==> src/hw/ehsp_pkg.sv <==
// Constants shared by the external host slave port
package ehsp_pkg;
    localparam int ADDR_W = 17;
    localparam int DATA_W = 16;
    localparam int BUS_AW = 32;
    localparam int REG_AW = 3;
    localparam int BYTE_AW = 17;
    // Address bus bit positions
    localparam int REG_SEL_BIT = 16;
    localparam int DACK_BIT = 15;
    localparam int DRQO_BIT = 14;
    localparam int DRQI_BIT = 13;
    // Control bit reset values, before the straps are taken
    localparam logic ACK_POL_RST = 1'b1;
    localparam logic ACK_DRIVE_RST = 1'b0;
    localparam logic IRQ_DIR_N_RST = 1'b1;
    localparam logic [DATA_W-1:0] DATA_RST = 16'h0000;
    localparam logic [7:0] BYTE_ZERO = 8'h00;
endpackage

==> src/hw/ehsp_rise.sv <==
// Rising-edge detector for a pin sampled on the system clock
`timescale 1ns/10ps
module ehsp_rise (
    input wire logic clk,
    input wire logic rst_n,
    input wire logic level,
    output logic rise
);
    logic last;

    always_ff @(posedge clk or negedge rst_n) begin
        if (!rst_n) begin
            last <= 1'b0;
        end else begin
            last <= level;
        end
    end

    assign rise = level && !last;
endmodule

==> src/hw/ehsp_port.sv <==
// External host slave port: cycle control, DMA routing, interrupts, transceiver
// Behaviour
// - Chip select low starts a decoded cycle; acknowledge ends it; host then releases select.
// - DMA cycles invert direction: high writes into FIFO, low reads from it.
// - Seventeen-bit address; top bit low is shared RAM, high is port register.
// - DMA cycles ignore the address bus except acknowledge bit; only FIFO data.
// - DMA enable low turns on DMA; address bit 15 becomes active-low acknowledge.
// - DMA on, alternate route 0: bits 14 and 13 drive active-low requests.
// - Alternate route 1: ORed active-high requests on second irq pin; bits readdress.
// - Outbound request active only when outbound FIFO not empty and enabled.
// - Inbound request active only when inbound FIFO not full and enabled.
// - Sixteen-bit or eight-bit data mode; low lines become inputs in eight-bit.
// - Acknowledge polarity selectable, reset value from strap A1.
// - Acknowledge totem-pole or open-drain, reset value from strap A6.
// - Interrupt pending from status flag, data flag or enabled FIFO condition.
// - Pending interrupt driven low only when globally enabled; pin select chooses pin.
// - Irq direction bit 0 makes second irq pin an input, except with DMA on and alternate route 1; strap A5 reset.
// - Rising edge on second irq input sets external flag and local interrupt.
// - Transceiver direction high for device-to-host data, low otherwise.
// - Transceiver enable low while a transfer is in progress.
// - Option: transceiver direction pin becomes clock input timing the acknowledge.
// - Shared RAM access requests internal bus, translates address, completes with data.
// - Physical address is external address, doubled in sixteen-bit mode, plus programmed base offset.
// - After chip select returns high, transceiver enable is released.
`timescale 1ns/10ps
module ehsp_port
    import ehsp_pkg::*;
(
    input wire logic MCLK,
    input wire logic NRST,
    input wire logic PORT_CHIP_SELECT_N,
    input wire logic PORT_DIRECTION,
    input wire logic [ehsp_pkg::ADDR_W-1:0] PORT_ADDRESS_BUS,
    output logic [1:0] DMA_REQUEST_PIN_O,
    output logic [1:0] DMA_REQUEST_PIN_OE,
    input wire logic [ehsp_pkg::DATA_W-1:0] PORT_DATA_BUS_I,
    output logic [ehsp_pkg::DATA_W-1:0] PORT_DATA_BUS_O,
    output logic [1:0] PORT_DATA_BUS_OE,
    output logic CYCLE_ACKNOWLEDGE_O,
    output logic CYCLE_ACKNOWLEDGE_OE,
    output logic HOST_IRQ_FIRST_N,
    input wire logic HOST_IRQ_SECOND_I,
    output logic HOST_IRQ_SECOND_O,
    output logic HOST_IRQ_SECOND_OE,
    input wire logic TRANSCEIVER_DIRECTION_I,
    output logic TRANSCEIVER_DIRECTION_O,
    output logic TRANSCEIVER_DIRECTION_OE,
    output logic TRANSCEIVER_ENABLE_N,
    input wire logic DMA_ENABLE_N,
    input wire logic ALTERNATE_REQUEST_ROUTE,
    input wire logic OUTBOUND_READY_ENABLE,
    input wire logic INBOUND_ROOM_ENABLE,
    input wire logic WIDE_MODE,
    input wire logic ACK_SYNC_MODE,
    input wire logic STRAP_A1,
    input wire logic STRAP_A5,
    input wire logic STRAP_A6,
    input wire logic CTRL_WRITE,
    input wire logic CTRL_ACK_POLARITY,
    input wire logic CTRL_ACK_DRIVE,
    input wire logic CTRL_IRQ_DIRECTION_N,
    output logic ACK_POLARITY_SELECT,
    output logic ACK_DRIVE_TYPE,
    output logic IRQ_PIN_DIRECTION_N,
    input wire logic STATUS_IRQ_FLAG,
    input wire logic DATA_AVAIL_IRQ_FLAG,
    input wire logic FIFO_IRQ_CONDITION,
    input wire logic GLOBAL_IRQ_ENABLE,
    input wire logic IRQ_PIN_SELECT,
    input wire logic EXTERNAL_IRQ_CLEAR,
    output logic EXTERNAL_IRQ_FLAG,
    output logic LOCAL_IRQ,
    output logic [7:0] GENERAL_INPUTS,
    input wire logic OUTBOUND_FIFO_EMPTY,
    input wire logic INBOUND_FIFO_FULL,
    output logic FIFO_READ,
    input wire logic [ehsp_pkg::DATA_W-1:0] FIFO_READ_DATA,
    output logic FIFO_WRITE,
    output logic [ehsp_pkg::DATA_W-1:0] FIFO_WRITE_DATA,
    output logic REG_READ,
    output logic REG_WRITE,
    output logic [ehsp_pkg::REG_AW-1:0] REG_INDEX,
    output logic [ehsp_pkg::DATA_W-1:0] REG_WRITE_DATA,
    input wire logic [ehsp_pkg::DATA_W-1:0] REG_READ_DATA,
    input wire logic [ehsp_pkg::BUS_AW-1:0] SHARED_BASE,
    output logic BUS_REQUEST,
    input wire logic BUS_GRANT,
    output logic [ehsp_pkg::BUS_AW-1:0] BUS_ADDRESS,
    output logic BUS_WRITE,
    output logic BUS_BYTE_MODE,
    output logic [ehsp_pkg::DATA_W-1:0] BUS_WRITE_DATA,
    input wire logic [ehsp_pkg::DATA_W-1:0] BUS_READ_DATA,
    input wire logic BUS_DONE
);
    import ehsp_pkg::*;

    typedef enum logic [2:0] {ST_IDLE, ST_BUS_REQ, ST_BUS_XFER, ST_SYNC, ST_ACK} ehsp_state_t;

    ehsp_state_t state;
    ehsp_state_t next_state;
    logic strap_done;
    logic rd_dir;
    logic [DATA_W-1:0] read_data;
    logic [DATA_W-1:0] write_data;
    logic [BYTE_AW-1:0] byte_offset;
    logic dma_on;
    logic cs_go;
    logic dma_go;
    logic cycle_read;
    logic [DATA_W-1:0] in_word;
    logic [BYTE_AW-1:0] next_offset;
    logic out_req;
    logic in_req;
    logic irq_pending;
    logic irq_drive;
    logic sync_rise;
    logic ext_rise;
    logic ack_active;

    assign dma_on = !DMA_ENABLE_N;
    assign cs_go = !PORT_CHIP_SELECT_N;
    // Chip select must stay high in DMA, so a low select is never a DMA cycle
    assign dma_go = dma_on && !PORT_ADDRESS_BUS[DACK_BIT] && PORT_CHIP_SELECT_N;
    // Read from the host's view: direction sense flips in DMA
    assign cycle_read = cs_go ? PORT_DIRECTION : !PORT_DIRECTION;
    // Eight-bit mode carries data on the upper lines only
    assign in_word = WIDE_MODE ? PORT_DATA_BUS_I : {BYTE_ZERO, PORT_DATA_BUS_I[15:8]};

    // Lines taken by DMA control cannot address shared RAM
    always_comb begin
        next_offset = WIDE_MODE ? {PORT_ADDRESS_BUS[15:0], 1'b0}
                                : {1'b0, PORT_ADDRESS_BUS[15:0]};
        if (dma_on) begin
            next_offset[DACK_BIT + (WIDE_MODE ? 1 : 0)] = 1'b0;
            if (!ALTERNATE_REQUEST_ROUTE) begin
                next_offset[DRQO_BIT + (WIDE_MODE ? 1 : 0)] = 1'b0;
                next_offset[DRQI_BIT + (WIDE_MODE ? 1 : 0)] = 1'b0;
            end
        end
    end

    always_comb begin
        next_state = state;
        unique case (state)
            ST_IDLE: begin
                if (cs_go && !PORT_ADDRESS_BUS[REG_SEL_BIT]) begin
                    next_state = ST_BUS_REQ;
                end else if (cs_go || dma_go) begin
                    next_state = ST_SYNC;
                end
            end
            ST_BUS_REQ: begin
                if (BUS_GRANT) begin
                    next_state = ST_BUS_XFER;
                end
            end
            ST_BUS_XFER: begin
                if (BUS_DONE) begin
                    next_state = ST_SYNC;
                end
            end
            ST_SYNC: begin
                if (!ACK_SYNC_MODE || sync_rise) begin
                    next_state = ST_ACK;
                end
            end
            ST_ACK: begin
                // Wait for both select and DMA acknowledge to release
                if (PORT_CHIP_SELECT_N && !dma_go) begin
                    next_state = ST_IDLE;
                end
            end
        endcase
    end

    always_ff @(posedge MCLK or negedge NRST) begin
        if (!NRST) begin
            state <= ST_IDLE;
        end else begin
            state <= next_state;
        end
    end

    // Cycle attributes are frozen at the start of each cycle
    always_ff @(posedge MCLK or negedge NRST) begin
        if (!NRST) begin
            rd_dir <= 1'b0;
            write_data <= DATA_RST;
            byte_offset <= '0;
        end else if (state == ST_IDLE && (cs_go || dma_go)) begin
            rd_dir <= cycle_read;
            write_data <= in_word;
            byte_offset <= next_offset;
        end
    end

    // Register and FIFO reads answer in the start cycle; RAM on bus completion
    always_ff @(posedge MCLK or negedge NRST) begin
        if (!NRST) begin
            read_data <= DATA_RST;
        end else if (REG_READ) begin
            read_data <= REG_READ_DATA;
        end else if (FIFO_READ) begin
            read_data <= FIFO_READ_DATA;
        end else if (state == ST_BUS_XFER && BUS_DONE && rd_dir) begin
            read_data <= BUS_READ_DATA;
        end
    end

    assign REG_INDEX = PORT_ADDRESS_BUS[REG_AW-1:0];
    assign REG_WRITE_DATA = in_word;
    assign REG_READ = state == ST_IDLE && cs_go && PORT_ADDRESS_BUS[REG_SEL_BIT] && cycle_read;
    assign REG_WRITE = state == ST_IDLE && cs_go && PORT_ADDRESS_BUS[REG_SEL_BIT] && !cycle_read;
    assign FIFO_READ = state == ST_IDLE && dma_go && cycle_read;
    assign FIFO_WRITE = state == ST_IDLE && dma_go && !cycle_read;
    assign FIFO_WRITE_DATA = in_word;

    assign BUS_REQUEST = state == ST_BUS_REQ || state == ST_BUS_XFER;
    assign BUS_ADDRESS = SHARED_BASE + {{(BUS_AW - BYTE_AW){1'b0}}, byte_offset};
    assign BUS_WRITE = !rd_dir;
    assign BUS_BYTE_MODE = !WIDE_MODE;
    assign BUS_WRITE_DATA = write_data;

    // Straps are caught on the first edge after reset release
    always_ff @(posedge MCLK or negedge NRST) begin
        if (!NRST) begin
            strap_done <= 1'b0;
            ACK_POLARITY_SELECT <= ACK_POL_RST;
            ACK_DRIVE_TYPE <= ACK_DRIVE_RST;
            IRQ_PIN_DIRECTION_N <= IRQ_DIR_N_RST;
        end else if (!strap_done) begin
            strap_done <= 1'b1;
            ACK_POLARITY_SELECT <= STRAP_A1;
            ACK_DRIVE_TYPE <= STRAP_A6;
            IRQ_PIN_DIRECTION_N <= STRAP_A5;
        end else if (CTRL_WRITE) begin
            ACK_POLARITY_SELECT <= CTRL_ACK_POLARITY;
            ACK_DRIVE_TYPE <= CTRL_ACK_DRIVE;
            IRQ_PIN_DIRECTION_N <= CTRL_IRQ_DIRECTION_N;
        end
    end

    // Polarity 1 is active-low acknowledge, 0 active-high ready
    assign ack_active = state == ST_ACK;
    always_comb begin
        if (ACK_DRIVE_TYPE) begin
            // Open drain only pulls low; the pull-up gives the high level
            CYCLE_ACKNOWLEDGE_O = 1'b0;
            CYCLE_ACKNOWLEDGE_OE = ack_active ? ACK_POLARITY_SELECT : !ACK_POLARITY_SELECT;
        end else begin
            CYCLE_ACKNOWLEDGE_O = ack_active ? !ACK_POLARITY_SELECT : ACK_POLARITY_SELECT;
            CYCLE_ACKNOWLEDGE_OE = 1'b1;
        end
    end

    assign PORT_DATA_BUS_O = WIDE_MODE ? read_data : {read_data[7:0], BYTE_ZERO};
    assign PORT_DATA_BUS_OE = {ack_active && rd_dir, ack_active && rd_dir && WIDE_MODE};

    always_ff @(posedge MCLK or negedge NRST) begin
        if (!NRST) begin
            GENERAL_INPUTS <= BYTE_ZERO;
        end else if (!WIDE_MODE) begin
            GENERAL_INPUTS <= PORT_DATA_BUS_I[7:0];
        end
    end

    assign TRANSCEIVER_ENABLE_N = state == ST_IDLE;
    assign TRANSCEIVER_DIRECTION_O = rd_dir;
    assign TRANSCEIVER_DIRECTION_OE = !ACK_SYNC_MODE;

    ehsp_rise u_sync_clk (
        .clk(MCLK),
        .rst_n(NRST),
        .level(TRANSCEIVER_DIRECTION_I && ACK_SYNC_MODE),
        .rise(sync_rise)
    );

    assign out_req = !OUTBOUND_FIFO_EMPTY && OUTBOUND_READY_ENABLE;
    assign in_req = !INBOUND_FIFO_FULL && INBOUND_ROOM_ENABLE;
    assign DMA_REQUEST_PIN_OE = {2{dma_on && !ALTERNATE_REQUEST_ROUTE}};
    assign DMA_REQUEST_PIN_O = {!out_req, !in_req};

    assign irq_pending = STATUS_IRQ_FLAG || DATA_AVAIL_IRQ_FLAG || FIFO_IRQ_CONDITION;
    assign irq_drive = irq_pending && GLOBAL_IRQ_ENABLE;
    assign HOST_IRQ_FIRST_N = !(irq_drive && !IRQ_PIN_SELECT);

    always_comb begin
        if (dma_on && ALTERNATE_REQUEST_ROUTE) begin
            HOST_IRQ_SECOND_O = out_req || in_req;
            HOST_IRQ_SECOND_OE = 1'b1;
        end else if (!IRQ_PIN_DIRECTION_N) begin
            HOST_IRQ_SECOND_O = 1'b1;
            HOST_IRQ_SECOND_OE = 1'b0;
        end else begin
            HOST_IRQ_SECOND_O = !(irq_drive && IRQ_PIN_SELECT);
            HOST_IRQ_SECOND_OE = 1'b1;
        end
    end

    ehsp_rise u_ext_irq (
        .clk(MCLK),
        .rst_n(NRST),
        .level(HOST_IRQ_SECOND_I),
        .rise(ext_rise)
    );

    // A new edge in the clearing cycle wins over the clear
    always_ff @(posedge MCLK or negedge NRST) begin
        if (!NRST) begin
            EXTERNAL_IRQ_FLAG <= 1'b0;
        end else if (ext_rise && !HOST_IRQ_SECOND_OE) begin
            EXTERNAL_IRQ_FLAG <= 1'b1;
        end else if (EXTERNAL_IRQ_CLEAR) begin
            EXTERNAL_IRQ_FLAG <= 1'b0;
        end
    end

    assign LOCAL_IRQ = EXTERNAL_IRQ_FLAG;
endmodule

==> config.mk <==
export PLATFORM = sky130hd
export DESIGN_NAME = ehsp_port
export DESIGN_NICKNAME = d
export VERILOG_FILES = /design/src/hw/ehsp_pkg.sv /design/src/hw/ehsp_rise.sv /design/src/hw/ehsp_port.sv
export SDC_FILE = /design/constraint.sdc
export NUM_CORES = 1
export LEC_CHECK = 0
export BUFFER_PORTS_ARGS = -buffer_cell sky130_fd_sc_hd__buf_2
export CAP_MARGIN = 10
export CORE_UTILIZATION = 32
export DETAILED_ROUTE_END_ITERATION = 6
export SLEW_MARGIN = 20
export SYNTH_ARGS = -nofsm -noshare
export SYNTH_HDL_FRONTEND = slang
export SYNTH_SLANG_ARGS = --single-unit
==> constraint.sdc <==
create_clock -name MCLK -period 2.75 [get_ports MCLK]
set_input_delay 0.1375 -clock MCLK [delete_from_list [all_inputs] [get_ports MCLK]]
set_output_delay 0.1375 -clock MCLK [all_outputs]
set_load 0.01 [all_outputs]
# Word level (Yosys, flattened, before mapping)

Cells that the tools add are included.
Widths: inputs -> output; s select.

Register bits after elaboration: 68
Logic and storage cells: 140
Input bits: 142

Reduce and logical (&&, ||, !) cells: 62
Order comparisons: 6
Equal/unequal tests: 10
Add/sub/neg operators: 4
Multiplexer cells: 39
Bitwise gates (word level): 6

Operator list:

| cell                  | number |
|---|---|
| $mux 16               | 5 |
| $add 5x32->32 const A | 2 |
| $ge 32x1->1 const B   | 2 |
| $lt 32x7->1 const B   | 2 |
| $and 17x17->17        | 3 |
| $mux 17               | 3 |
| $not 17->17           | 3 |
| $add 32x17->32        | 1 |
| $logic_and 1x1->1     | 30 |
| $logic_not 1->1       | 22 |
| $mux 1                | 21 |
| $mux 3                | 6 |
| $demux 1 s5           | 3 |
| $pmux 3 s5            | 1 |
| $ne 2x2->1 const B    | 4 |
| $eq 3x2->1 const B    | 2 |
| $logic_or 1x1->1      | 6 |
| $lt 5x6->1 const B    | 1 |
| $add 4x1->5 const A   | 1 |
| $ge 5x1->1 const B    | 1 |
| $reduce_and 5->1      | 1 |
| $eq 3x1->1 const B    | 1 |
| $eq 3x3->1 const B    | 1 |
| $logic_not 3->1       | 1 |
| other kinds (4)       | 4 |

# Depth between registers and ports, before layout

Word-level depth: 12
Gate-level depth with buffers: 8

# Cells and area by module

From an unflattened synthesis, not the netlist that was laid out.

Cells, all modules: 506
Area, all modules: 4857.2 um2

By module, submodules not included:

| module    | area each (um2) | times used | cells an instance | sequential area each (um2) |
|---|---|---|---|---|
| ehsp_port | 4779.6          | 1          | 502               | 1654.1 |
| ehsp_rise | 38.8            | 2          | 2                 | 25.0 |

# Worst setup path before layout

No wires, ideal clock.

Path type: register to output
Start: register byte_offset[0]
End: output BUS_ADDRESS[24] in the netlist's numbering
Path slack: 0.281 ns
Cell stages (with the launch flop): 9
Data arrival time: 2.332 ns
Data required time: 2.612 ns
Cell sequence: dfrtp_1 ha_1 fa_1 a21o_1 a221oi_2 o31ai_4 a31oi_2 nor4b_1 xor2_1

Word-level cells in the longest chain between the ends: 1

Ends and longest elaborated chain:

| what                     | line             | text |
|---|---|---|
| start: declaration       | ehsp_port.sv:105 | `logic [BYTE_AW-1:0] byte_offset;` |
| start signal: assignment | ehsp_port.sv:193 | `byte_offset <= next_offset;` |
| $add 32x17->32           | ehsp_port.sv:219 | `assign BUS_ADDRESS = SHARED_BASE + {{(BUS_AW - BYTE_AW){1'b0}}, byte_offset};` |
| end: declaration         | ehsp_port.sv:88  | `output logic [ehsp_pkg::BUS_AW-1:0] BUS_ADDRESS,` |

No other way between the ends.

# Worst setup path in the final report

Start: register byte_offset[1]
End: output BUS_ADDRESS[25] in the netlist's numbering

Same word-level chain as after synthesis.

==> impl_metrics.json <==
{
  "outcome": "finished, violations left",
  "violations": "design-rule violations, negative setup slack",
  "drc": 16,
  "p_comb_share_pct": 53.9,
  "syn_area_mm2": 0.00490,
  "place.gp.congestion": 0.882,
  "wl_um": 14100,
  "clk_path_buf_depth": 2,
  "synth.area.mux_share_pct": 15.7,
  "critPathKind": "reg2out",
  "fin_nets": 933,
  "worst-path-max-fanout": 5,
  "root_buffer": "clkbuf_16",
  "end_kind": "primary output",
  "dr.first_iter.drc_count": 113,
  "start_util_pct": 33.2,
  "synth-seq-cells": 68,
  "synth_xor_area_share_pct": 5.72,
  "synth_top_area_share_pct": 33.7,
  "via_per_inst": 4.83,
  "wl_per_cell_um": 14.7,
  "die_y_um": 126,
  "min_period_over_period_pct": 101,
  "yosysWarningCount": 0,
  "coreArea_mm2": 0.0148,
  "grt_pass1_wl_um": 22600,
  "syn_area_per_cell_um2": 9.53,
  "synth-compound-area-share_pct": 17.3,
  "syn_nets": 674,
  "synth_edf_count": 0,
  "power.total_mw": 5.85,
  "yosys_most_used_dff": "dfrtp_1",
  "placedInstanceArea_mm2": 0.00629,
  "finalInstanceArea_mm2": 0.00677,
  "p_sw_mw": 2.34,
  "synth_fa_ha_area_share_pct": 4.75,
  "cts_tree": "done",
  "switching_share_pct": 40.1,
  "die_area_mm2": 0.0158,
  "insertedDiodeCount": 0,
  "maxCapViolations": 0,
  "worstPathRequired_ns": 2.61,
  "p_int_mw": 3.51,
  "postSynthCellCount": 514,
  "slowest_stage": "or3_4",
  "antenna_found_initial": 0,
  "first_global_vias": 4552,
  "synth_top_family_by_area": "compound AO/OA/AOI/OAI gates",
  "dp_hpwl_um": 11300,
  "htree_levels": 3,
  "rows": 44,
  "layout_setup_ws_ns": -0.0205,
  "grt_use_total_pct": 17.9,
  "setup_viol": 1,
  "p_clk_share_pct": 18.1,
  "synth_top_cells_by_area": "dfrtp_1, mux2_2, mux2i_1",
  "critPathTopFamily": "compound AO/OA/AOI/OAI gates",
  "dp.cells": 936,
  "first_pass_iters": 7,
  "grt_max_degree": 69,
  "nFillCells": 1494,
  "area_growth_pct": 38.3,
  "ys_types": 58,
  "yosys.area.top_type": "dfrtp_1",
  "p_seq_share_pct": 28.0,
  "ys_top_cells_by_count": "dfrtp_1, nand2_1, mux2_2",
  "slew_headroom_pct": 42.9,
  "arrival_ns": 2.63,
  "ys_seq_area_share_pct": 34.8,
  "die_w_um": 126,
  "fin_skew_ns": 0.00462,
  "fmaxAchievable_mhz": 361,
  "async_reset_ff_share_pct": 100,
  "drive_gt1_share_pct": 47.9,
  "path_buf_inv": 1,
  "portBuffers": 274,
  "final-max-slew-violation-count": 0,
  "cts_inserted_buffers": 9,
  "clk_pin_slew_ns": 0.06,
  "cellPowerDensity_mw_per_mm2": 864,
  "cp_cell_sequence": "ha_1, a211o_1, a211oi_4, nor4_4, or3_4, a41o_1, o21a_1, buf_2",
  "synth-simple-area-share_pct": 14.7,
  "hold_viol": 0,
  "tightest_slew_ns": 0.857,
  "cts.sink_count": 68,
  "vias": 4649,
  "grt_overflow": 0,
  "max_stage_delay_ns": 0.41,
  "rsz0062_at_grt": "yes",
  "hp-class": "in2reg",
  "startpoint_type": "register",
  "period_needed_ns": 2.77,
  "max-vdd-ir-drop_v": 0.000285,
  "p_leak_nw": 3.67,
  "ios": 275,
  "synth_most_common_cell": "dfrtp_1",
  "utilization_pct": 45.9,
  "insertion_delay_ns": 0.32,
  "drt.antenna.violating_nets": 0,
  "fin_tns_setup_ns": -0.0205,
  "fin_cells": 962
}
-- through the flow --
| stage | hold slack, ns | setup slack, ns |
|---|---|---|
| final | 0.0442 | -0.0205 |
| after global routing | 0.0401 | -0.127 |
| after CTS | 0.0294 | -0.0332 |
| after detailed placement | 0.268 | 0.142 |
| after global placement | 0.261 | 0.172 |
| after floorplan | -0.158 | 0.281 |
-- state kept, by name (all words and copies together), names as in the netlist, 3 cells and up --
signal and cells:
BUS_WRITE_DATA 16, GENERAL_INPUTS 8, read_data 16, byte_offset 17, state 3
-- cell usage in the layout, fill, tap and decap left out, types with 3 or more instances in the layout --
master,netlist,layout
nand3_1,9,9
and3_1,5,5
ha_2,0,3
ha_4,0,3
nand4_1,6,6
a211oi_1,18,18
clkinv_2,0,3
ha_1,17,11
mux2_2,40,40
mux2i_1,32,32
buf_4,21,17
clkbuf_16,0,9
nor2_1,35,35
nand2_1,43,42
dfrtp_1,66,66
inv_1,12,12
nor2b_1,7,7
a21o_1,26,26
o21ai_0,23,23
buf_2,5,273
xnor2_1,15,15
and2_1,18,18
nor3_1,3,3
a21oi_1,21,20
dlygate4sd3_1,0,3
nand2b_1,4,4
xor2_1,17,17
o21a_1,3,3
o31ai_1,5,5
-- cells by family after synthesis --
group | Yosys count
muxes | 72
AOI/OAI and AO/OA | 119
and+or+nand+nor | 146
DFF | 68
xor gates and xnor gates | 32
adders and majority gates | 18
other | 1
buffers and inverters | 58
-- area by class of cell --
cell class | instances | area, um2 | area share (%)
Clock buffer | 10 | 239 | 3.53
Inverter | 12 | 45.0 | 0.665
Tap cell | 184 | 230 | 3.40
Multi-Input combinational cell | 388 | 2970 | 43.8
Timing Repair Buffer | 294 | 1540 | 22.8
Clock inverter | 6 | 40.0 | 0.591
Sequential cell | 68 | 1700 | 25.2
-- timing repair --
| item | 4_1_cts | 5_1_grt |
|---|---|---|
| gates cloned | 0 | 0 |
| buffers inserted | 2 | 5 |
| pin swaps | 2 | 3 |
| gates resized for setup | 14 | 4 |
| hold buffers | 3 | 0 |
| endpoints found under the hold margin | 68 | 0 |
| endpoints found under the setup margin | 16 | 16 |
-- worst min-delay path: cells and delay by family --
family / cells / cell delay, ns
AOI/OAI and AO/OA: 1 / 0.05
and+or+nand+nor: 1 / 0.08
buffers and inverters: 1 / 0.11
-- power groups by stage --
| stage | sequential [mW] | clock (mW) | combinational, mW |
|---|---|---|---|
| 2_1_floorplan | 1.64 | 0 | 1.97 |
| 5_1_grt | 1.70 | 1.14 | 3.47 |
| 6_report | 1.64 | 1.06 | 3.15 |
| 3_5_place_dp | 1.65 | 0 | 2.99 |
| 3_3_place_gp | 1.63 | 0 | 2.99 |
| 4_1_cts | 1.64 | 1.09 | 3.10 |
-- final timing paths --
check,start,endpoint,slack [ns],cells past startpoint
max in group asynchronous,NRST,byte_offset[8]$_DFFE_PN0P_,1.73,2
worst min register to register,u_ext_irq.last$_DFF_PN0_,EXTERNAL_IRQ_FLAG$_DFFE_PN0P_,0.45,1
worst max-delay path,byte_offset[1]$_DFFE_PN0P_,BUS_ADDRESS[25],-0.02,8
worst max register to register,state[1]$_DFFE_PN0P_,read_data[0]$_DFFE_PN0P_,0.52,6
worst min-delay path,STRAP_A5,IRQ_PIN_DIRECTION_N$_DFFE_PN1P_,0.04,3
min in group asynchronous,NRST,u_ext_irq.last$_DFF_PN0_,0.45,2
-- metal layers --
metal,track usage (%),part of all wire (%)
met1,22.0,43
met4,4.52,0.86
met3,3.65,6.6
met5,0,0
met2,31.9,49
Power figures use the tool's default switching activity.
